`config.mk`:
```
export PLATFORM = sky130hd
export DESIGN_NAME = i2cs_top
export DESIGN_NICKNAME = d
export VERILOG_FILES = /design/src/hw/i2cs_pkg.sv /design/src/hw/i2cs_top.sv
export VERILOG_INCLUDE_DIRS = /design/src /design/src/hw
export SDC_FILE = /design/constraint.sdc
export NUM_CORES = 1
export LEC_CHECK = 0
export BUFFER_PORTS_ARGS = -buffer_cell sky130_fd_sc_hd__buf_2
export CORE_UTILIZATION = 59
export DETAILED_ROUTE_END_ITERATION = 12
export PLACE_DENSITY = 0.9
export SETUP_SLACK_MARGIN = 0.05
export SYNTH_ARGS = -nofsm -noshare
export SYNTH_HDL_FRONTEND = slang
export SYNTH_SLANG_ARGS = --single-unit
```
`constraint.sdc`:
```
create_clock -name clk_i -period 6.2 [get_ports clk_i]
set_input_delay 0.31 -clock clk_i [delete_from_list [all_inputs] [get_ports clk_i]]
set_output_delay 0.31 -clock clk_i [all_outputs]
set_load 0.05 [all_outputs]
```
`src/hw/i2cs_defs.svh`:
```
// constants of the two-wire slave port: offsets, bit positions, reset values
// ----------------------------------------------------------------------------
// ----------------------------------------------------------------------------
`ifndef I2CS_DEFS_SVH
`define I2CS_DEFS_SVH

// register byte offsets
`define I2CS_OFS_DATA 8'h00
`define I2CS_OFS_STAT 8'h04
`define I2CS_OFS_CTL 8'h08
`define I2CS_OFS_CTL2 8'h0c
`define I2CS_OFS_OWN 8'h10
`define I2CS_OFS_IRQ 8'h14

// status bit positions
`define I2CS_ST_BF 0
`define I2CS_ST_UA 1
`define I2CS_ST_RW 2
`define I2CS_ST_S 3
`define I2CS_ST_P 4
`define I2CS_ST_DA 5

// control and interrupt bit positions
`define I2CS_CTL_TEN 3
`define I2CS_CTL_CKP 4
`define I2CS_CTL_EN 5
`define I2CS_CTL_OV 6
`define I2CS_CTL2_SEN 0
`define I2CS_CTL2_BUSY 7
`define I2CS_IRQ_BIT 3

// reset values and fixed codes
`define I2CS_CKP_RST 1'b1
`define I2CS_TEN_HI 5'h1e
`define I2CS_LAST_BIT 4'h7
`define I2CS_ACK_BIT 4'h8
`define I2CS_START_CNT 4'hf

`endif

```
`src/hw/i2cs_pkg.sv`:
```
// types of the two-wire slave port
package i2cs_pkg;

    typedef enum logic [2:0] {
        P_IDLE,
        P_ADDR,
        P_ADDR2,
        P_RX,
        P_TX
    } i2cs_phase_t;

    typedef struct packed {
        logic [2:0] scl_s;
        logic [2:0] sda_s;
        i2cs_phase_t phase;
        logic [3:0] bitcnt;
        logic [7:0] sr;
        logic [7:0] data_buffer;
        logic [7:0] own_address_reg;
        logic buffer_full_flag;
        logic receive_overflow_flag;
        logic address_update_flag;
        logic rw;
        logic da;
        logic st;
        logic sp;
        logic clock_release_bit;
        logic stretch_enable;
        logic ten_bit;
        logic en;
        logic port_irq_flag;
        logic ua_hold;
        logic ack_drv;
        logic hi_seen;
        logic [3:0] ctl2_hi;
        logic scl_oe;
        logic sda_oe;
        logic pin_lvl;
        logic wb_ack;
        logic [31:0] wb_dat;
    } i2cs_state_t;

endpackage

```
`src/hw/i2cs_top.sv`:
```
// two-wire slave port with clock stretching behind a wishbone slave
`timescale 1ns/100ps
`default_nettype none
`include "i2cs_defs.svh"

module i2cs_top (
    input wire logic clk_i,
    input wire logic rst_i,
    input wire logic wb_cyc_i,
    input wire logic wb_stb_i,
    input wire logic wb_we_i,
    input wire logic [7:0] wb_adr_i,
    input wire logic [3:0] wb_sel_i,
    input wire logic [31:0] wb_dat_i,
    output logic [31:0] wb_dat_o,
    output logic wb_ack_o,
    input wire logic scl_i,
    output logic scl_o,
    output logic scl_oe_o,
    input wire logic sda_i,
    output logic sda_o,
    output logic sda_oe_o
);
    import i2cs_pkg::*;

    i2cs_state_t r;
    i2cs_state_t n;

    // ------------------------------------------------------------------
    // line events
    // ------------------------------------------------------------------
    // only the second and third sync stages are looked at
    logic scl_rise_w;
    logic scl_fall_w;
    logic start_w;
    logic stop_w;
    logic bus_w;
    logic fall9_w;
    logic wb_req_w;
    logic [7:0] byte_w;
    logic match7_w;
    logic match10_w;
    logic ovf_w;

    assign scl_rise_w = r.scl_s[1] & ~r.scl_s[2];
    assign scl_fall_w = ~r.scl_s[1] & r.scl_s[2];
    assign start_w = r.scl_s[1] & r.scl_s[2] & ~r.sda_s[1] & r.sda_s[2];
    assign stop_w = r.scl_s[1] & r.scl_s[2] & r.sda_s[1] & ~r.sda_s[2];
    assign bus_w = r.en & ~start_w & ~stop_w & (r.phase != P_IDLE);
    assign fall9_w = bus_w & scl_fall_w & (r.bitcnt == `I2CS_ACK_BIT);
    assign wb_req_w = wb_cyc_i & wb_stb_i & ~r.wb_ack;
    assign byte_w = r.sr;
    assign match7_w = byte_w[7:1] == r.own_address_reg[7:1];
    assign match10_w = (byte_w[7:3] == `I2CS_TEN_HI)
        && (byte_w[2:1] == r.own_address_reg[2:1]);
    assign ovf_w = r.buffer_full_flag | r.receive_overflow_flag;

    // ------------------------------------------------------------------
    // next state
    // ------------------------------------------------------------------
    always_comb begin
        n = r;
        n.scl_s = {r.scl_s[1:0], scl_i};
        n.sda_s = {r.sda_s[1:0], sda_i};
        n.wb_ack = 1'b0;

        // bus slave first, so hardware events below win over it
        if (wb_req_w) begin
            n.wb_ack = 1'b1;
            n.wb_dat = 32'h0;
            if (wb_we_i && wb_sel_i[0]) begin
                if (wb_adr_i == `I2CS_OFS_DATA) begin
                    n.data_buffer = wb_dat_i[7:0];
                    if (r.rw) begin
                        n.sr = wb_dat_i[7:0];
                        n.buffer_full_flag = 1'b1;
                    end
                end else if (wb_adr_i == `I2CS_OFS_CTL) begin
                    // overflow can only be cleared by software
                    n.receive_overflow_flag = r.receive_overflow_flag
                        & wb_dat_i[`I2CS_CTL_OV];
                    n.en = wb_dat_i[`I2CS_CTL_EN];
                    n.clock_release_bit = wb_dat_i[`I2CS_CTL_CKP];
                    n.ten_bit = wb_dat_i[`I2CS_CTL_TEN];
                end else if (wb_adr_i == `I2CS_OFS_CTL2) begin
                    n.stretch_enable = wb_dat_i[`I2CS_CTL2_SEN];
                    n.ctl2_hi = wb_dat_i[4:1];
                end else if (wb_adr_i == `I2CS_OFS_OWN) begin
                    n.own_address_reg = wb_dat_i[7:0];
                    n.address_update_flag = 1'b0;
                    n.ua_hold = 1'b0;
                end else if (wb_adr_i == `I2CS_OFS_IRQ) begin
                    n.port_irq_flag = r.port_irq_flag
                        & wb_dat_i[`I2CS_IRQ_BIT];
                end
            end else if (!wb_we_i) begin
                if (wb_adr_i == `I2CS_OFS_DATA) begin
                    n.wb_dat[7:0] = r.data_buffer;
                    if (!r.rw) begin
                        n.buffer_full_flag = 1'b0;
                    end
                end else if (wb_adr_i == `I2CS_OFS_STAT) begin
                    n.wb_dat[`I2CS_ST_BF] = r.buffer_full_flag;
                    n.wb_dat[`I2CS_ST_UA] = r.address_update_flag;
                    n.wb_dat[`I2CS_ST_RW] = r.rw;
                    n.wb_dat[`I2CS_ST_S] = r.st;
                    n.wb_dat[`I2CS_ST_P] = r.sp;
                    n.wb_dat[`I2CS_ST_DA] = r.da;
                end else if (wb_adr_i == `I2CS_OFS_CTL) begin
                    n.wb_dat[`I2CS_CTL_OV] = r.receive_overflow_flag;
                    n.wb_dat[`I2CS_CTL_EN] = r.en;
                    n.wb_dat[`I2CS_CTL_CKP] = r.clock_release_bit;
                    n.wb_dat[`I2CS_CTL_TEN] = r.ten_bit;
                end else if (wb_adr_i == `I2CS_OFS_CTL2) begin
                    n.wb_dat[`I2CS_CTL2_SEN] = r.stretch_enable;
                    n.wb_dat[4:1] = r.ctl2_hi;
                    n.wb_dat[`I2CS_CTL2_BUSY] = r.rw | r.stretch_enable
                        | (|r.ctl2_hi);
                end else if (wb_adr_i == `I2CS_OFS_OWN) begin
                    n.wb_dat[7:0] = r.own_address_reg;
                end else if (wb_adr_i == `I2CS_OFS_IRQ) begin
                    n.wb_dat[`I2CS_IRQ_BIT] = r.port_irq_flag;
                end
            end
        end

        // ------------------------------------------------------------------
        // serial engine
        // ------------------------------------------------------------------
        if (!r.en) begin
            n.phase = P_IDLE;
            n.ack_drv = 1'b0;
            n.ua_hold = 1'b0;
        end else if (start_w) begin
            n.st = 1'b1;
            n.sp = 1'b0;
            n.phase = P_ADDR;
            // the start's own clock fall wraps this to zero, so the
            // byte ends on the eighth data fall and not the seventh
            n.bitcnt = `I2CS_START_CNT;
            n.ack_drv = 1'b0;
        end else if (stop_w) begin
            n.sp = 1'b1;
            n.st = 1'b0;
            n.phase = P_IDLE;
            n.ack_drv = 1'b0;
            n.ua_hold = 1'b0;
            n.hi_seen = 1'b0;
        end else if (r.phase != P_IDLE) begin
            if (scl_rise_w) begin
                if (r.bitcnt < `I2CS_ACK_BIT) begin
                    if (r.phase != P_TX) begin
                        n.sr = {r.sr[6:0], r.sda_s[1]};
                    end
                end else if (r.phase == P_TX && r.sda_s[1]) begin
                    // master said no more: drop back and wait for a start
                    n.phase = P_IDLE;
                    n.buffer_full_flag = 1'b0;
                    n.address_update_flag = 1'b0;
                    n.rw = 1'b0;
                    n.da = 1'b0;
                end
            end
            if (scl_fall_w) begin
                if (r.bitcnt == `I2CS_LAST_BIT) begin
                    n.bitcnt = `I2CS_ACK_BIT;
                    case (r.phase)
                        P_ADDR: begin
                            n.da = 1'b0;
                            n.phase = P_IDLE;
                            if (byte_w[0] && (r.ten_bit ? (match10_w
                                && r.hi_seen) : match7_w)) begin
                                n.rw = 1'b1;
                                n.data_buffer = byte_w;
                                n.ack_drv = 1'b1;
                                n.phase = P_TX;
                            end else if (!byte_w[0] && (r.ten_bit
                                ? match10_w : match7_w)) begin
                                n.rw = 1'b0;
                                if (ovf_w) begin
                                    n.receive_overflow_flag = 1'b1;
                                end else begin
                                    n.data_buffer = byte_w;
                                    n.buffer_full_flag = 1'b1;
                                    n.ack_drv = 1'b1;
                                    n.phase = r.ten_bit ? P_ADDR2 : P_RX;
                                    n.address_update_flag = r.ten_bit;
                                    n.hi_seen = 1'b0;
                                end
                            end
                        end
                        P_ADDR2: begin
                            n.phase = P_IDLE;
                            if (byte_w == r.own_address_reg) begin
                                if (ovf_w) begin
                                    n.receive_overflow_flag = 1'b1;
                                end else begin
                                    n.data_buffer = byte_w;
                                    n.buffer_full_flag = 1'b1;
                                    n.ack_drv = 1'b1;
                                    n.address_update_flag = 1'b1;
                                    n.hi_seen = 1'b1;
                                    n.phase = P_RX;
                                end
                            end
                        end
                        P_RX: begin
                            n.da = 1'b1;
                            if (ovf_w) begin
                                n.receive_overflow_flag = 1'b1;
                            end else begin
                                n.data_buffer = byte_w;
                                n.buffer_full_flag = 1'b1;
                                n.ack_drv = 1'b1;
                            end
                        end
                        P_TX: begin
                            n.da = 1'b1;
                            n.buffer_full_flag = 1'b0;
                        end
                        default: begin
                            n.phase = P_IDLE;
                        end
                    endcase
                end else if (r.bitcnt == `I2CS_ACK_BIT) begin
                    n.bitcnt = 4'h0;
                    n.ack_drv = 1'b0;
                    n.port_irq_flag = 1'b1;
                    if (r.address_update_flag) begin
                        n.ua_hold = 1'b1;
                    end else if (r.phase == P_RX && r.da
                        && r.stretch_enable && r.buffer_full_flag) begin
                        n.clock_release_bit = 1'b0;
                    end else if (r.phase == P_TX && !r.buffer_full_flag) begin
                        n.clock_release_bit = 1'b0;
                    end
                end else begin
                    n.bitcnt = 4'(r.bitcnt + 4'h1);
                    if (r.phase == P_TX) begin
                        n.sr = {r.sr[6:0], 1'b0};
                    end
                end
            end
        end

        // pins change after line events or bus writes, so a data write in transmit can move sda mid clock-high
        n.pin_lvl = 1'b0;
        n.scl_oe = n.en & (~n.clock_release_bit | n.ua_hold);
        n.sda_oe = n.ack_drv | (n.phase == P_TX && n.bitcnt < `I2CS_ACK_BIT
            && n.buffer_full_flag && !n.sr[7]);
    end

    always_ff @(posedge clk_i) begin
        if (rst_i) begin
            r <= '0;
            r.clock_release_bit <= `I2CS_CKP_RST;
            r.scl_s <= 3'h7;
            r.sda_s <= 3'h7;
        end else begin
            r <= n;
        end
    end

    assign wb_dat_o = r.wb_dat;
    assign wb_ack_o = r.wb_ack;
    assign scl_o = r.pin_lvl;
    assign sda_o = r.pin_lvl;
    assign scl_oe_o = r.scl_oe;
    assign sda_oe_o = r.sda_oe;
endmodule

`default_nettype wire

```
==> Word level (Yosys, flattened, before mapping) <==
Cells that the tools add are included.
{ "word_totals": {"reg_bits": 68, "latchBits": 0, "mem_bits_rw": 0, "mem_bits_ro": 0, "in_bits": 51, "out_inout_bits": 37, "word_cells": 267, "memories": 0} }
{ "classes": {"n_addsub": 1, "multipliers": 0, "div_mod_pow": 0, "n_lt_le_gt_ge": 2, "n_eq_ne": 22, "shift": 0, "n_mux": 155, "bitwise": 28, "reduce_logical": 31} }
{ "ops": {"columns": ["cell", "n"], "rows": [
  ["8-bit 2-to-1 mux", 24],
  ["3-bit 2-to-1 mux", 22],
  ["1-bit 2-to-1 mux", 50],
  ["2-bit 2-to-1 mux", 24],
  ["23-bit 2-to-1 mux", 2],
  ["20-bit 2-to-1 mux", 2],
  ["33-bit 2-to-1 mux", 1],
  ["16-bit 2-to-1 mux", 2],
  ["5-bit 2-to-1 mux", 6],
  ["4-bit 2-to-1 mux", 7],
  ["27-bit 2-to-1 mux", 1],
  ["24-bit 2-to-1 mux", 1],
  ["6-bit 2-to-1 mux", 4],
  ["8-bit case mux with 3 select lines", 1],
  ["5-bit != test, second input constant", 4],
  ["8-bit by 4-bit == test with 1-bit output, second input constant", 2],
  ["8-bit by 5-bit == test with 1-bit output, second input constant", 2],
  ["1-bit logical AND", 13],
  ["1-bit bitwise AND", 12],
  ["1-bit NOT", 11],
  ["11-bit AND reduction", 1],
  ["3-bit case mux with 3 select lines", 1],
  ["8-bit by 3-bit == test with 1-bit output, second input constant", 1],
  ["8-bit == test", 1],
  ["other kinds (26)", 44]
]} }

==> Depth between registers and ports, before layout <==
Gate-level depths: netlist of the first run.
{ "depth": {"depth_word": 27, "mapped_depth": 10, "ltp_nobuf": 9} }

==> Least setup slack after synthesis of the first run <==
Ideal clock, no wire load.
{ "synth_path": {"path_type": "input port to flip-flop", "startpoint": "in wb_adr_i[1]", "endpoint": "reg r, in the netlist sda_oe_o", "setup_ns": 0.096, "arrival_time_ns": 2.411, "t_required_ns": 6.104, "slack_ns": 3.693, "stages": 10, "n_path_buf": 3, "path_cell_list": "or4_4 -> buf_6 -> nor4_4 -> buf_6 -> and2_4 -> buf_12 -> mux2_4 -> mux2i_2 -> nand3_2 -> o41ai_2"} }
{ "synth_via": {"elab_chain_len": 22, "elab_cells_between_ends": 41} }
{ "synth_rtl": {"columns": ["element", "line_no", "rtl"], "rows": [
  ["start, declared", "i2cs_top.sv:12", "input wire logic [7:0] wb_adr_i,"],
  ["8-bit logical NOT (no line) *", null, null],
  ["branches (longest 2 deep; another with 1-bit 2-to-1 mux)", null, null],
  ["27-bit 2-to-1 mux *", "i2cs_top.sv:68", "if (wb_req_w) begin"],
  ["8-bit 2-to-1 mux", "i2cs_top.sv:152", "if (r.phase != P_TX) begin"],
  ["8-bit 2-to-1 mux", "i2cs_top.sv:151", "if (r.bitcnt < `I2CS_ACK_BIT) begin"],
  ["8-bit 2-to-1 mux", "i2cs_top.sv:150", "if (scl_rise_w) begin"],
  ["8-bit 2-to-1 mux", "i2cs_top.sv:149", "end else if (r.phase != P_IDLE) begin"],
  ["8-bit 2-to-1 mux", "i2cs_top.sv:142", "end else if (stop_w) begin"],
  ["[... 5 more ...]", null, null],
  ["23-bit 2-to-1 mux", "i2cs_top.sv:164", "if (scl_fall_w) begin"],
  ["23-bit 2-to-1 mux", "i2cs_top.sv:149", null],
  ["20-bit 2-to-1 mux", "i2cs_top.sv:142", null],
  ["16-bit 2-to-1 mux", "i2cs_top.sv:134", "end else if (start_w) begin"],
  ["20-bit 2-to-1 mux", "i2cs_top.sv:130", "if (!r.en) begin"],
  ["1-bit logical NOT", "i2cs_top.sv:250", "&& n.buffer_full_flag && !n.sr[7]);"],
  ["1-bit logical AND *", "i2cs_top.sv:249", "n.sda_oe = n.ack_drv | (n.phase == P_TX && n.bitcnt < `I2CS_ACK_BIT"],
  ["1-bit bitwise OR *", "i2cs_top.sv:249", null],
  ["end signal, assigned", "i2cs_top.sv:260", "r <= n;"],
  ["end, declared", "i2cs_top.sv:26", "i2cs_state_t r;"]
]} }
Every way passes the cells marked *. The select of a mux whose other input is x is not followed.
A chain may end at the register's enable or synchronous reset.

==> Worst setup path after layout of the first run <==
{ "layout_path": {"startpoint": "reg r, in the netlist wb_ack_o", "endpoint": "reg r, in the netlist sda_oe_o"} }
{ "layout_via": {"elab_chain_len": 21, "elab_cells_between_ends": 36} }
{ "layout_rtl": {"columns": ["element", "line_no", "rtl"], "rows": [
  ["1-bit NOT *", "i2cs_top.sv:51", "assign wb_req_w = wb_cyc_i & wb_stb_i & ~r.wb_ack;"],
  ["1-bit bitwise AND *", "i2cs_top.sv:51", null],
  ["27-bit 2-to-1 mux *", "i2cs_top.sv:68", null],
  ["8-bit 2-to-1 mux", "i2cs_top.sv:152", null],
  ["8-bit 2-to-1 mux", "i2cs_top.sv:151", null],
  ["8-bit 2-to-1 mux", "i2cs_top.sv:150", null],
  ["8-bit 2-to-1 mux", "i2cs_top.sv:149", null],
  ["8-bit 2-to-1 mux", "i2cs_top.sv:142", null],
  ["[... 5 more ...]", null, null],
  ["23-bit 2-to-1 mux", "i2cs_top.sv:164", null],
  ["23-bit 2-to-1 mux", "i2cs_top.sv:149", null],
  ["20-bit 2-to-1 mux", "i2cs_top.sv:142", null],
  ["16-bit 2-to-1 mux", "i2cs_top.sv:134", null],
  ["20-bit 2-to-1 mux", "i2cs_top.sv:130", null],
  ["1-bit logical NOT", "i2cs_top.sv:250", null],
  ["1-bit logical AND *", "i2cs_top.sv:249", null],
  ["1-bit bitwise OR *", "i2cs_top.sv:249", null]
]} }
Every way passes the cells marked *; elsewhere a longest branch is shown, timed or not. The select of a mux whose other input is x is not followed.

==> key figures, run 1 <==
Outcome
  – Status: complete, no violations

Yosys
  – Top-count cell post-synth: dfxtp_1
  – Number of flops mapped to enable cells by yosys: 0
  – Gate count of the mapped netlist: 472
  – Syn Area/Cell: 8.23 um2
  – Synth area leader: dfxtp_1
  – Synth top area cells: dfxtp_1 (35%), buf_4 (7.0%), mux2i_1 (6.2%), nor2_1 (5.8%), a21oi_1 (5.5%)
  – #FFs+latches synth: 67
  – Post-synth top area share: 34.5%
  – Top cells by count, synth: dfxtp_1 (67), nor2_1 (60), a21oi_1 (43)
  – Count of cell types in the netlist: 66
  – Post-synth ARST share: 0%
  – Seq/Total Area, Yosys: 34.5%
  – Synth Warn #: 0
  – Post-Syn Area: 0.00388 mm2
  – Ys flop type: dfxtp_1

Floorplanning
  – Initial Util: 61.2%
  – Die area: 0.00691 mm2
  – # rows: 29
  – Die Ht: 83.1 um
  – Core area: 0.00635 mm2
  – Die Wd: 83.1 um
  – I/O Pins: 88

Global routing
  – Global-route wire length before repair: 15700 um
  – Met1 Use GR: 34.1%
  – Busiest grt layer: met2
  – Initial antenna violation count: 0
  – Met2 usage: 47.2%
  – Vias in the first global route: 3251
  – GRT Total Usage: 28.7%
  – Largest net degree at the start of global routing: 65
  – Global-route met3 utilization: 7.55%
  – Global route total overflow: 0

Setup path
  – Worst EP required: 6460 ps
  – CP Class: reg2reg
  – CP Capture Type: flop
  – Startpoint types: flop
  – Crit-path max FO: 13
  – CP Data Arrival Time: 3340 ps

Place
  – Gpl congestion: 0.947
  – Pre-CTS WS: 3020 ps
  – IO buf count: 34
  – DP HPWL: 7020 um

CTS
  – Root Driver: clkbuf_8
  – Clock Path Buffers: 2
  – Clk sinks: 67
  – CTS Hold Buffers Added: 0
  – H-tree levels: 3
  – Post-CTS resize count: 0
  – Postcts setup bufs: 0
  – Clock transition at path regs: 70 ps
  – CTS tree: done
  – Worst-Skew Late Latency: 370 ps
  – Cts bufs inserted: 9

Finish
  – Share of cells above drive strength 1: 16.0%
  – P&R area growth vs syn: 5.25%
  – Layout Utilization: 64.4%
  – Nets: 541
  – # diodes: 0
  – Fillers: 532

Drt
  – Via-to-Cell Ratio: 6.23
  – Detailed router's first-iteration violation count: 359
  – First drt pass iteration count: 5
  – Vias: 3553
  – Post-route DRC: 0
  – Detailed Route WL: 9660 um
  – Final ANT Viol Nets: 0
  – DR WL/cell: 16.9 um

STA
  – Slew headroom: 41.2%
  – Unrepaired setup endpoints after global routing: false
  – Final period util: 49.5%
  – Setup TNS: 0 ps
  – Max Fclk: 326 MHz
  – Final Hold Fails: 0
  – Clock Skews: 11.6 ps
  – Slew Viols, Final: 0
  – Setup slack after layout: 3130 ps
  – Final setup viols: 0
  – Post-layout min period: 3070 ps
  – Worst-Margin Slew: 876 ps

Power and ir drop
  – Pleak: 1.54 nW
  – Power Total: 0.875 mW
  – Pwr dens: 214 mW/mm2
  – Worst VDD drop: 167 uV

Worst hold path
  – Min-delay worst type: in2reg

Flow run
  – Max cap viols: 0
per-layer routing:
metal / wire length (um) / share of wire, % / up-vias
li1: - / - / 1663
met1: 3920 / 41 / 1632
met2: 4510 / 47 / 209
met3: 736 / 7.6 / 49
met4: 498 / 5.2 / 0
met5: 0 / 0 / -
cell families after synthesis:
group | synth area share (%)
AO/OA/AOI/OAI | 19.6
XOR/XNOR | 2.03
adder cells (fa/ha/maj) | 0.644
buffers and inverters | 10.8
flip-flops | 34.5
multiplexers | 7.22
other | 0.0966
AND/OR/NAND/NOR | 25.1
placed cells by master, fill, tap and decap left out, types with 5 or more instances in the layout:
cell	Yosys	layout
clkbuf_8	0	9
conb_1	1	26
o2bb2ai_1	5	5
a21oi_1	43	43
mux2i_1	24	24
xnor2_1	5	5
nor2b_1	8	8
a22oi_1	12	12
o21ai_0	16	16
nand4_1	6	6
inv_1	9	9
nand3_1	16	16
buf_2	2	34
nor2_1	60	60
nand3b_1	5	5
nor3_1	9	9
nand2_1	36	36
or2_2	9	9
nand2b_1	7	7
dfxtp_1	67	67
metrics by stage:
step | hold WS, ps | instances | instance area [um2]
3_3_place_gp | 390 | 554 | 3890
3_5_place_dp | 400 | 554 | 3890
2_1_floorplan | 389 | 497 | 3980
5_1_grt | 122 | 570 | 4090
6_report | 124 | 570 | 4090
4_1_cts | 123 | 570 | 4090
power breakdown:
group | switching (mW) | leakage, nW | internal, mW
logic | 0.0583 | 0.908 | 0.0116
clock network | 0.183 | 0.0958 | 0.187
registers | 0.00206 | 0.541 | 0.432
final timing paths:
check	startpoint	to	slack (ps)	cells after the start
worst min-delay path	sda_i	n[87]	120	2
worst max-delay path	wb_ack_o	sda_oe_o	3130	7
worst max register to register	wb_ack_o	sda_oe_o	3130	7
worst min register to register	n[87]	n[88]	410	1
area by class of cell:
class | count | area, um2 | share of cell area, %
tap | 77 | 96.3 | 2.36
inverter | 9 | 33.8 | 0.826
clock inverter | 7 | 76.3 | 1.87
clock buffer | 9 | 124 | 3.03
multi-input combinational | 363 | 2220 | 54.2
sequential | 67 | 1340 | 32.8
timing repair buffer | 38 | 200 | 4.90
sequential cells by signal, summed over array words and instances (netlist names):
| signal | count |
|---|---|
| wb_dat_o | 8 |
| sda_oe_o | 1 |
| byte_w | 8 |
| wb_ack_o | 1 |
| scl_oe_o | 1 |
| r | 44 |
| n | 4 |
critical path, stage by stage, from the launching register on:
cell and delay (ps):
dfxtp_1 310, nand3b_1 510, nor4_4 900, and2_4 370
mux2_4 330, mux2i_2 250, nand3_2 100, o41ai_2 200
Power figures use the tool's default switching activity.
==> inputs of run 2 (changes only) <==
ABC_AREA = 1   (was not set)
CORE_UTILIZATION = 50   (was 59)
PLACE_DENSITY = 0.81   (was 0.9)
clock period = 2.7 ns   (was 6.2 ns; I/O delays follow)
==> run 2 against run 1 <==
Net effect:
- critical path depth rose by 9
- combinational power rose to 2.6 times the previous value
- maximum frequency is 42% higher
- total power increased by 120%
- global-route usage shrank 1.3 points
- routed wire length is 19% higher
- critical endpoint unchanged
- highest routed layer unchanged
==> key figures, run 2 <==
Setup path
  – FF-to-FF path depth: 16 (+9)
  – Worst R2R Start: r[79]
  – CP Class: reg2reg
  – Worst EP required: 2990 ps (-3470 ps)
  – Startpoint types: flop
  – CP Data Arrival Time: 2460 ps (-880 ps)
  – Crit-path max FO: 11 (-2)
  – Worst path slowest cell: dfxtp_1
  – End of the critical path: sda_oe_o
  – WP depth: 16 (+9)
  – CP Capture Type: flop
  – Crit-path cells: ha_1 -> nand2_2 -> nor2_4 -> nor2_1 -> nand3_2 -> nand2_2 -> nand2_2 -> clkinv_2 -> nand2_1 -> nand2_2 -> inv_2 -> nor2_2 -> nand3_1 -> nor2_1 -> nand2_1 -> o21ai_2
  – Worst Path Buf+Inv: 2 (+2)
  – Reg-to-reg endpoint: sda_oe_o
  – CP startpoint: r[79]
  – R2R setup slack: 530 ps (-2590 ps)
  – Most used cell, CP: nand2_2
  – Crit path max-delay family: simple AND/OR/NAND/NOR gates
  – CP peak stage delay: 360 ps (-540 ps)

Power and ir drop
  – Pleak: 2.04 nW (+32%)
  – Worst VDD drop: 246 uV (+48%)
  – Power Total: 1.95 mW (+120%)
  – Pwr dens: 435 mW/mm2 (+100%)
  – Sw Ratio: 29.1% (+1.2 points)
  – Gate power share: 9.5% (+1.5 points)
  – Reg power frac: 51.2% (+1.6 points)
  – Clock Power Share: 39.3% (-3.1 points)
  – Internal power: 1.38 mW (+120%)
  – P_sw: 0.567 mW (+130%)

Worst hold path
  – Min-delay worst type: in2reg

STA
  – Post-layout min period: 2170 ps (-906 ps)
  – Final period util: 80.2% (+31 points)
  – Clock Skews: 11.2 ps (-0.451 ps)
  – Final Hold Fails: 0 (unchanged)
  – Final setup viols: 0 (unchanged)
  – Slew headroom: 66.9% (+26 points)
  – Unrepaired setup endpoints after global routing: false
  – Max Fclk: 462 MHz (+42%)
  – Setup TNS: 0 ps (unchanged)
  – Slew Viols, Final: 0 (unchanged)
  – Worst-Margin Slew: 495 ps (-380 ps)

Finish
  – # diodes: 0 (unchanged)
  – Commonest non-fill, non-tap cell in the layout: nand2_1
  – Fillers: 795 (+49%)
  – Post-route insts no fill: 765 (+34%)
  – Share of cells above drive strength 1: 17.2% (+1.2 points)
  – P&R area growth vs syn: 7.72%
  – Max reg flops: 44 (unchanged)
  – Top reg by flops: r
  – Nets: 711 (+31%)
  – Most frequent cells in the layout: nand2_1 (154), inv_1 (79), dfxtp_1 (67)
  – Post-route cell area: 0.00448 mm2 (+9.7%)

Global routing
  – Initial antenna violation count: 0 (unchanged)
  – Global-route wire length before repair: 18200 um (+16%)
  – Largest net degree at the start of global routing: 39 (-40%)
  – Global route total overflow: 0 (unchanged)
  – Vias in the first global route: 3731 (+15%)
  – GRT Total Usage: 27.4% (-1.3 points)

Yosys
  – Post-synth ARST share: 0% (unchanged)
  – Number of flops mapped to enable cells by yosys: 0 (unchanged)
  – Count of cell types in the netlist: 42 (-36%)
  – Synth area leader: dfxtp_1
  – Syn Area/Cell: 6.66 um2 (-19%)
  – Gate count of the mapped netlist: 625 (+32%)
  – Top-count cell post-synth: nand2_1
  – Ys flop type: dfxtp_1
  – #FFs+latches synth: 67 (unchanged)
  – Synth top area cells: dfxtp_1 (32%), nand2_1 (14%), inv_1 (7.1%), a21oi_1 (6.5%), buf_4 (6.3%)
  – Seq/Total Area, Yosys: 32.2% (-2.3 points)
  – Synth Warn #: 0 (unchanged)
  – Post-Syn Area: 0.00416 mm2 (+7.2%)
  – Top cells by count, synth: nand2_1 (154), inv_1 (79), dfxtp_1 (67)
  – Post-synth top area share: 32.2% (-2.3 points)

Drt
  – DR WL/cell: 15.0 um (-12%)
  – Detailed router's first-iteration violation count: 375 (+4.5%)
  – Via-to-Cell Ratio: 5.53 (-11%)
  – First drt pass iteration count: 5 (unchanged)
  – Final ANT Viol Nets: 0 (unchanged)
  – Vias: 4231 (+19%)
  – Post-route DRC: 0 (unchanged)
  – Detailed Route WL: 11500 um (+19%)

Floorplanning
  – Initial Util: 52.8% (-8.4 points)
  – Die area: 0.00869 mm2 (+26%)
  – Die Ht: 93.2 um (+12%)
  – # rows: 32 (+10%)
  – Core area: 0.00789 mm2 (+24%)
  – Die Wd: 93.2 um (+12%)
  – I/O Pins: 88 (unchanged)

CTS
  – Clock Path Buffers: 2 (unchanged)
  – CTS tree: done
  – Clock transition at path regs: 70 ps (about the same)
  – Cts bufs inserted: 9 (unchanged)
  – Root Driver: clkbuf_8
  – Post-CTS resize count: 0 (unchanged)
  – Clk sinks: 67 (unchanged)
  – H-tree levels: 3 (unchanged)
  – Worst-Skew Late Latency: 360 ps (about the same)

Place
  – DP HPWL: 8610 um (+23%)
  – Gpl congestion: 0.962 (+1.6%)
  – Placed Cells: 747 (+35%)
  – IO buf count: 34 (unchanged)
  – Post-placement cell area: 0.00429 mm2 (+10%)

Flow run
  – Max cap viols: 0 (unchanged)

Outcome
  – Status: complete, no violations
## run 2: logic make-up after synthesis
| group | count (synthesis) | synth area share [%] |
|---|---|---|
| simple gates | 286 | 32.9 |
| buf+inv | 136 | 15.7 |
| compound gates | 133 | 18.5 |
| flops | 67 | 32.2 |
| fa+ha+maj | 2 | 0.601 |
| other cells | 1 | 0.0901 |
## run 2: how the worst min path moves through the flow
stage	end	cells after the start	slack (ps)	startpoint
floorplan	n[87]	1	240	sda_i
global placement	n[90]	2	320	scl_i
detailed placement	n[87]	2	320	sda_i
CTS	r[62]	3	50	wb_dat_i[7]
global route	r[62]	3	80	wb_dat_i[7]
finish	r[62]	3	50	wb_dat_i[7]
## run 2: power by group through the flow
| stage | clock [mW] | combinational (mW) | sequential [mW] |
|---|---|---|---|
| finish | 0.766 | 0.185 | 0.998 |
| global route | 0.818 | 0.198 | 0.999 |
| CTS | 0.776 | 0.183 | 0.998 |
| detailed placement | 0 | 0.180 | 1.02 |
| global placement | 0 | 0.178 | 1.02 |
| floorplan | 0 | 0.165 | 1.02 |
## run 2: per-layer routing
layer	wire, um	part of all wire, %	track usage, %
met1	4890	43	36.0
met2	5220	46	44.5
met3	1050	9.1	4.39
met4	289	2.5	11.7
met5	0	0	0
## run 2: layout make-up
class	instances	area [um2]	area share, %
Sequential cell	67	1340	29.9
Inverter	92	348	7.76
Timing Repair Buffer	41	228	5.08
Tap cell	102	128	2.85
Multi-Input combinational cell	447	2260	50.4
Clock buffer	10	138	3.07
Clock inverter	6	41.3	0.921
## run 2: per-stage QoR
| stage | hold WS, ps | setup WS (ps) | util, % |
|---|---|---|---|
| after global routing | 76.2 | 379 | 56.9 |
| after floorplan | 239 | 927 | - |
| after global placement | 319 | 655 | 54.3 |
| final | 54.7 | 534 | 56.9 |
| after detailed placement | 324 | 591 | 54.3 |
| after CTS | 47.6 | 553 | 56.9 |
## run 2: what timing repair did
action,CTS,global route
setup endpoints to repair,0,0
endpoints found under the hold margin,2,0
setup buffers,0,0
hold buffers,2,0
## run 2: worst min-delay path: stages
cell and delay (ps):
buf_2 110, inv_1 60, a21oi_1 60
